## src/rtl/crxh_pkg.sv

```systemverilog
// crxh_pkg: constants for the receive buffer header storage.
// assumes byte-wide registers on a byte-addressed Avalon-MM slave.
package crxh_pkg;
	// register offsets (byte addresses)
	localparam logic [7:0] RX0_STD_ID_HIGH = 8'h61;
	localparam logic [7:0] RX0_STD_ID_LOW  = 8'h62;
	localparam logic [7:0] RX0_EXT_ID_HIGH = 8'h63;
	localparam logic [7:0] RX0_EXT_ID_LOW  = 8'h64;
	localparam logic [7:0] RX0_LENGTH_CODE = 8'h65;
	localparam logic [7:0] RX1_STD_ID_HIGH = 8'h71;
	localparam logic [7:0] RX1_STD_ID_LOW  = 8'h72;
	localparam logic [7:0] RX1_EXT_ID_HIGH = 8'h73;
	localparam logic [7:0] RX1_EXT_ID_LOW  = 8'h74;
	localparam logic [7:0] RX1_LENGTH_CODE = 8'h75;
	localparam logic [7:0] BUF_STRIDE      = 8'h10;
	// field positions in the identifier low register
	localparam int STDLO_ID_LSB  = 5;
	localparam int STDLO_RMT_BIT = 4;
	localparam int STDLO_EXT_BIT = 3;
	// field positions in the length code register
	localparam int LEN_RMT_BIT    = 6;
	localparam int LEN_RSV_HI_BIT = 5;
	localparam int LEN_RSV_LO_BIT = 4;
	// reset values
	localparam logic [10:0] STD_ID_RST = 11'h000;
	localparam logic [17:0] EXT_ID_RST = 18'h00000;
	localparam logic [3:0]  DLC_RST    = 4'h0;
	localparam logic [7:0]  RDATA_RST  = 8'h00;
endpackage : crxh_pkg

```

## src/rtl/crxh_slot.sv

```systemverilog
// crxh_slot: header storage for one receive buffer.
// assumes load is a one-cycle pulse from the receive path.
`timescale 1ns/1ns
`default_nettype none
module crxh_slot (
	input  wire logic        core_clk,
	input  wire logic        rst_b,
	input  wire logic        clk_en,
	input  wire logic        load,
	input  wire logic [10:0] standard_identifier,
	input  wire logic [17:0] extended_identifier,
	input  wire logic        ide,
	input  wire logic        rtr,
	input  wire logic        reserved_ctrl_hi,
	input  wire logic        reserved_ctrl_lo,
	input  wire logic [3:0]  dlc,
	output logic      [7:0]  std_high,
	output logic      [7:0]  std_low,
	output logic      [7:0]  ext_high,
	output logic      [7:0]  ext_low,
	output logic      [7:0]  len_code
);
	typedef struct packed {
		logic [10:0] std_id;
		logic [17:0] ext_id;
		logic        ide;
		logic        rtr;
		logic        rsv_hi;
		logic        rsv_lo;
		logic [3:0]  dlc;
	} crxh_slot_t;

	crxh_slot_t st_q, st_d;

	// capture header on an accepted frame
	always_comb begin
		st_d = st_q;
		if (load) begin
			st_d.std_id = standard_identifier;
			st_d.ext_id = extended_identifier;
			st_d.ide = ide;
			st_d.rtr = rtr;
			st_d.rsv_hi = reserved_ctrl_hi;
			st_d.rsv_lo = reserved_ctrl_lo;
			st_d.dlc = dlc;
		end
	end

	// state register
	always_ff @(posedge core_clk or negedge rst_b) begin
		if (!rst_b) begin
			st_q <= '{std_id: crxh_pkg::STD_ID_RST, ext_id: crxh_pkg::EXT_ID_RST,
				ide: 1'b0, rtr: 1'b0, rsv_hi: 1'b0, rsv_lo: 1'b0, dlc: crxh_pkg::DLC_RST};
		end else if (clk_en) begin
			st_q <= st_d;
		end
	end

	// register views
	always_comb begin
		std_high = st_q.std_id[10:3];
		std_low  = 8'h00;
		std_low[7:crxh_pkg::STDLO_ID_LSB] = st_q.std_id[2:0];
		std_low[crxh_pkg::STDLO_RMT_BIT] = ~st_q.ide & st_q.rtr;
		std_low[crxh_pkg::STDLO_EXT_BIT] = st_q.ide;
		std_low[1:0] = st_q.ext_id[17:16];
		ext_high = st_q.ext_id[15:8];
		ext_low  = st_q.ext_id[7:0];
		len_code = 8'h00;
		len_code[crxh_pkg::LEN_RMT_BIT] = st_q.ide & st_q.rtr;
		len_code[crxh_pkg::LEN_RSV_HI_BIT] = st_q.rsv_hi;
		len_code[crxh_pkg::LEN_RSV_LO_BIT] = st_q.rsv_lo;
		len_code[3:0] = st_q.dlc;
	end
endmodule : crxh_slot
`default_nettype wire

```

## src/rtl/crxh_top.sv

```systemverilog
// crxh_top: read-only receive buffer headers behind an Avalon-MM slave.
// assumes the receive path pulses load_buf0/1 once per accepted frame.
// Functional notes
// - two buffers, five read-only header registers each
// - std id high holds identifier bits 10:3
// - std id low bits 7:5 hold id 2:0
// - std low bit 4 flags standard remote
// - std low bit 3 flags extended format
// - unused bits read as zero
// - std low bits 1:0 hold ext id 17:16
// - ext id high holds ext bits 15:8
// - ext id low holds ext bits 7:0
// - length code bits 3:0 give byte count
//
// Chosen here: the Avalon-MM interface to the registers.
`timescale 1ns/1ns
`default_nettype none
module crxh_top (
	input  wire logic        core_clk,
	input  wire logic        rst_b,
	input  wire logic        clk_en,
	input  wire logic [7:0]  avs_address,
	input  wire logic        avs_read,
	input  wire logic        avs_write,
	input  wire logic [7:0]  avs_writedata,
	output logic      [7:0]  avs_readdata,
	output logic             avs_waitrequest,
	input  wire logic        load_buf0,
	input  wire logic        load_buf1,
	input  wire logic [10:0] standard_identifier,
	input  wire logic [17:0] extended_identifier,
	input  wire logic        ide,
	input  wire logic        rtr,
	input  wire logic        reserved_ctrl_hi,
	input  wire logic        reserved_ctrl_lo,
	input  wire logic [3:0]  dlc,
	output logic             buf0_loaded,
	output logic             buf1_loaded
);
	typedef struct packed {
		logic [7:0] rdata;
		logic       wait_n;
		logic       ack;
		logic       ld0;
		logic       ld1;
	} crxh_top_t;

	crxh_top_t st_q, st_d;
	logic [7:0] hdr [2][5];
	logic       load [2];

	assign load[0] = load_buf0;
	assign load[1] = load_buf1;

	// one header slot per receive buffer
	for (genvar b = 0; b < 2; b++) begin : g_slot
		crxh_slot u_slot (
			.core_clk            (core_clk),
			.rst_b               (rst_b),
			.clk_en              (clk_en),
			.load                (load[b]),
			.standard_identifier (standard_identifier),
			.extended_identifier (extended_identifier),
			.ide                 (ide),
			.rtr                 (rtr),
			.reserved_ctrl_hi    (reserved_ctrl_hi),
			.reserved_ctrl_lo    (reserved_ctrl_lo),
			.dlc                 (dlc),
			.std_high            (hdr[b][0]),
			.std_low             (hdr[b][1]),
			.ext_high            (hdr[b][2]),
			.ext_low             (hdr[b][3]),
			.len_code            (hdr[b][4])
		);
	end

	// address decode and one-wait-state answer
	always_comb begin
		logic [7:0] sel;
		sel = crxh_pkg::RDATA_RST;
		unique case (avs_address)
			crxh_pkg::RX0_STD_ID_HIGH: sel = hdr[0][0];
			crxh_pkg::RX0_STD_ID_LOW:  sel = hdr[0][1];
			crxh_pkg::RX0_EXT_ID_HIGH: sel = hdr[0][2];
			crxh_pkg::RX0_EXT_ID_LOW:  sel = hdr[0][3];
			crxh_pkg::RX0_LENGTH_CODE: sel = hdr[0][4];
			crxh_pkg::RX1_STD_ID_HIGH: sel = hdr[1][0];
			crxh_pkg::RX1_STD_ID_LOW:  sel = hdr[1][1];
			crxh_pkg::RX1_EXT_ID_HIGH: sel = hdr[1][2];
			crxh_pkg::RX1_EXT_ID_LOW:  sel = hdr[1][3];
			crxh_pkg::RX1_LENGTH_CODE: sel = hdr[1][4];
			default:                   sel = crxh_pkg::RDATA_RST; // unmapped reads zero
		endcase
		st_d = st_q;
		st_d.ack = 1'b0;
		st_d.wait_n = 1'b0;
		if ((avs_read || avs_write) && !st_q.ack) begin
			st_d.ack = 1'b1;
			st_d.wait_n = 1'b1;
			st_d.rdata = avs_read ? sel : crxh_pkg::RDATA_RST; // writes ignored
		end
		// per-buffer load seen since last read of its length code
		if (st_q.ack && avs_read && avs_address == crxh_pkg::RX0_LENGTH_CODE)
			st_d.ld0 = 1'b0;
		if (st_q.ack && avs_read && avs_address == crxh_pkg::RX1_LENGTH_CODE)
			st_d.ld1 = 1'b0;
		if (load_buf0)
			st_d.ld0 = 1'b1; // set wins over clear
		if (load_buf1)
			st_d.ld1 = 1'b1;
	end

	// state register
	always_ff @(posedge core_clk or negedge rst_b) begin
		if (!rst_b) begin
			st_q <= '{rdata: crxh_pkg::RDATA_RST, wait_n: 1'b0, ack: 1'b0,
				ld0: 1'b0, ld1: 1'b0};
		end else if (clk_en) begin
			st_q <= st_d;
		end
	end

	assign avs_readdata    = st_q.rdata;
	assign avs_waitrequest = ~st_q.wait_n;
	assign buf0_loaded     = st_q.ld0;
	assign buf1_loaded     = st_q.ld1;
endmodule : crxh_top
`default_nettype wire

```

## config.mk

```make
export PLATFORM = sky130hd
export DESIGN_NAME = crxh_top
export DESIGN_NICKNAME = d
export VERILOG_FILES = /design/src/rtl/crxh_pkg.sv /design/src/rtl/crxh_slot.sv /design/src/rtl/crxh_top.sv
export SDC_FILE = /design/constraint.sdc
export NUM_CORES = 1
export LEC_CHECK = 0
export BUFFER_PORTS_ARGS = -buffer_cell sky130_fd_sc_hd__buf_2
export CORE_MARGIN = 4
export CORE_UTILIZATION = 50
export CTS_CLUSTER_SIZE = 40
export DETAILED_ROUTE_END_ITERATION = 7
export GPL_ROUTABILITY_DRIVEN = 0
export PLACE_DENSITY = 0.75
export SYNTH_ARGS = -nofsm -noshare
export SYNTH_HDL_FRONTEND = slang
export SYNTH_SLANG_ARGS = --single-unit
```

## constraint.sdc

```tcl
create_clock -name core_clk -period 1.6 [get_ports core_clk]
set_input_delay 0.32 -clock core_clk [delete_from_list [all_inputs] [get_ports core_clk]]
set_output_delay 0.32 -clock core_clk [all_outputs]
set_load 0.03 [all_outputs]
```

==> flow_summary_export.csv <==
group,metric,value,unit
power,comb_power_share,16.1,%
sta,setup_tns,-90.7,ps
clock_tree,clk_path_buf_depth,2,
outcome,run_status,"finished, violations left",
sta,worst_pin_slew,524,ps
placed_design,portBuffers,62,
clock_tree,cts_setup_buffers,0,
clock_tree,clock_latency,350,ps
sta,relSlewSlack,64.2,%
hold_path,hold_path_depth,2,
finish,stdcell_count,501,
floorplan,die_area,9650,um2
power,p_sw_share,25.0,%
clock_tree,cts.htree.levels,3,
floorplan,initial_utilization,52.1,%
finish,area_delta_synth_final,20.7,%
floorplan,io_pins,71,
yosys,synth_top_cell_by_area,"dfrtp_1",
critical_path,start_kind,"flop",
routing,routed_wl,9210,um
routing,dr_total_vias,2878,
power,pwr-share-seq,51.9,%
power,p_int,0.00377,W
placed_design,dpl_worst_slack,-387,ps
power,power_frac_clock,32.0,%
power,p_leak,2.17,nW
power,p_switching,0.00126,W
global_route,track_usage,20.0,%
routing,viasPerCell,5.74,
sta,setup_viol,1,
outcome,violations,"setup timing",
yosys,syn_inst,312,
global_route,grt_pass1_wl,15400,um
routing,ant_nets,0,
routing,drt_iter0_drc,185,
yosys,syn-cell-area,4070,um2
clock_tree,cts_tree,"done",
yosys,synth_top_area_share,52.3,%
yosys,synth_area_per_cell,13.0,um2
job,cap_violations,0,
critical_path,r2r_slack,-90,ps
finish,mostFrequentLayoutCells,"85 x dfrtp_1, 76 x mux2_2, 61 x buf_2, 34 x buf_4",
floorplan,fp.dieH,98.2,um
critical_path,critical_path_peak_fanout,2,
clock_tree,cts.sinks,85,
finish,fill_cells,641,
critical_path,required,1840,ps
finish,regArea,2130,um2
global_route,antenna_found_initial,0,
sta,post-route-period-util,106,%
critical_path,critical_path_arrival,1930,ps
routing,detailedRoute.firstPassIterationCount,4,
yosys,synth.distinct_cells,45,
routing,wire_per_inst,18.4,um
sta,period_needed,1690,ps
floorplan,core,7810,um2
critical_path,reg2reg_to,"avs_readdata[2]",
yosys,synth-seq-cells,85,
finish,fin_nets,455,
finish,insertedDiodeCount,0,
routing,drc,0,
finish,drive_gt1_share,50.4,%
finish,multiInputGateArea,1770,um2
clock_tree,cts_made_buffers,9,
hold_path,holdPathEnd,"g_slot[1].u_slot.std_low[1]",
sta,slew_violations,0,
yosys,synth-warning-count,0,
floorplan,die_w,98.2,um
sta,hold_viol,0,
power,ir_drop,507,uV
placed_design,post-dp-hpwl,6870,um
clock_tree,path_clk_slew,80,ps
finish,layout_commonest_cell,"dfrtp_1",
clock_tree,cts-root-buf,"clkbuf_8",
sta,rsz0062_at_grt,"yes",
global_route,grt_overflow,0,
global_route,grt_max_degree,49,
critical_path,endpoint_kind,"flop",
yosys,syn_nets,372,
sta,fin_ws,-90.7,ps
floorplan,rows,32,
global_route,grt_pass1_vias,3112,
hold_path,worstHoldStart,"extended_identifier[17]",
sta,fmax,591,MHz
power,p_per_area,1020,nW/um2
sta,finClkSkew,7.26,ps
yosys,synthTopCellsByArea,"dfrtp_1 52%, mux2_2 21%, buf_4 1.8%, a22o_1 1.7%, mux2i_1 1.5%",
critical_path,regToRegStartpoint,"g_slot[1].u_slot.std_high[2]",
hold_path,min-delay-path-class,"input port to flop",
placed_design,dp_cells,485,
yosys,ys_seq_area_share,52.3,%
critical_path,reg2regPathDepth,4,
critical_path,path_class,"flop to flop",
## kinds of logic after synthesis
group | Yosys count | share of synthesized area (%)
and+or+nand+nor | 58 | 9.50
buffers and inverters | 32 | 4.67
muxes | 84 | 23.6
AOI/OAI and AO/OA | 53 | 9.93
DFF | 85 | 52.3
## routing by layer
metal	part of all wire [%]	vias to the layer above	global-route usage, %
li1	-	1332	-
met1	45	1451	25.8
met3	5.9	15	6.00
met5	0	-	0
met2	48	80	32.6
met4	1.6	0	6.62
## area by class of cell
class / count / area share (%)
well taps: 102 / 2.60
clock buffers: 11 / 2.68
inverters: 3 / 0.229
clock inverters: 4 / 1.50
multi-input cells: 195 / 36.0
repair buffers: 101 / 13.7
flip-flops and latches: 85 / 43.3
## critical path, stage by stage, from the launching register on
cell and delay (ps):
dfrtp_1 390, mux4_2 500, a32o_1 240, a221o_1 280
a22o_1 170
## flip-flops by register name (all words and copies together), names as in the netlist
signal                  flops
avs_readdata                8
g_slot.u_slot.ext_low      16
buf1_loaded                 1
g_slot.u_slot.len_code     12
g_slot.u_slot.st_q          2
buf0_loaded                 1
g_slot.u_slot.ext_high     16
g_slot.u_slot.std_low      12
g_slot.u_slot.std_high     16
st_q                        1
## how the worst max path moves through the flow
stage,startpoint,end,cells after the start
2_1_floorplan,g_slot[1].u_slot.ext_high[2],avs_readdata[2],4
3_3_place_gp,avs_address[1],avs_readdata[0],7
3_5_place_dp,avs_address[1],avs_readdata[0],7
4_1_cts,g_slot[1].u_slot.ext_high[2],avs_readdata[2],4
5_1_grt,g_slot[0].u_slot.std_high[2],avs_readdata[2],4
6_report,g_slot[1].u_slot.std_high[2],avs_readdata[2],4
## per-stage QoR
| stage | instance area (um2) | utilization, % | hold WS [ps] | power (W) |
|---|---|---|---|---|
| 2_1_floorplan | 4070 | - | 24.4 | 0.00309 |
| 3_3_place_gp | 4680 | 59.9 | 310 | 0.00341 |
| 3_5_place_dp | 4680 | 59.9 | 312 | 0.00346 |
| 4_1_cts | 4900 | 62.7 | 195 | 0.00505 |
| 5_1_grt | 4910 | 62.9 | 197 | 0.00525 |
| 6_report | 4910 | 62.9 | 208 | 0.00502 |
## cells in the mapped netlist (all sizes together)
cell type and n:
a2111oi 4, a211oi 1, a21oi 9, a221o 1, a221oi 1, a22o 8, a22oi 6, a31oi 1
a32o 3, a32oi 3, and3 1, buf 25, clkbuf 4, dfrtp 85, inv 3, mux2 76
mux2i 6, mux4 2, nand2 9, nand2b 1, nand3 7, nand3b 7, nand4b 3, nor2 7
nor2b 5, nor3 1, nor3b 7, nor4bb 1, o211ai 6, o21ai 6, o2bb2ai 1, o311a 2
o32ai 1, or3 2, or3b 3, or4b 1, or4bb 3
## power groups by stage
stage / clock [W] / sequential [W] / combinational [W]
floorplan: 0 / 0.00257 / 0.000520
global placement: 0 / 0.00263 / 0.000780
detailed placement: 0 / 0.00264 / 0.000811
CTS: 0.00163 / 0.00260 / 0.000816
global route: 0.00172 / 0.00263 / 0.000892
finish: 0.00161 / 0.00261 / 0.000811
## what timing repair did
action | 4_1_cts | 5_1_grt
gates resized for setup | 1 | 3
pin swaps | 0 | 5
hold buffers | 1 | 0
setup endpoints to repair | 2 | 5
hold endpoints to repair | 85 | 0
No activity file was read; power rests on OpenSTA's default activity.
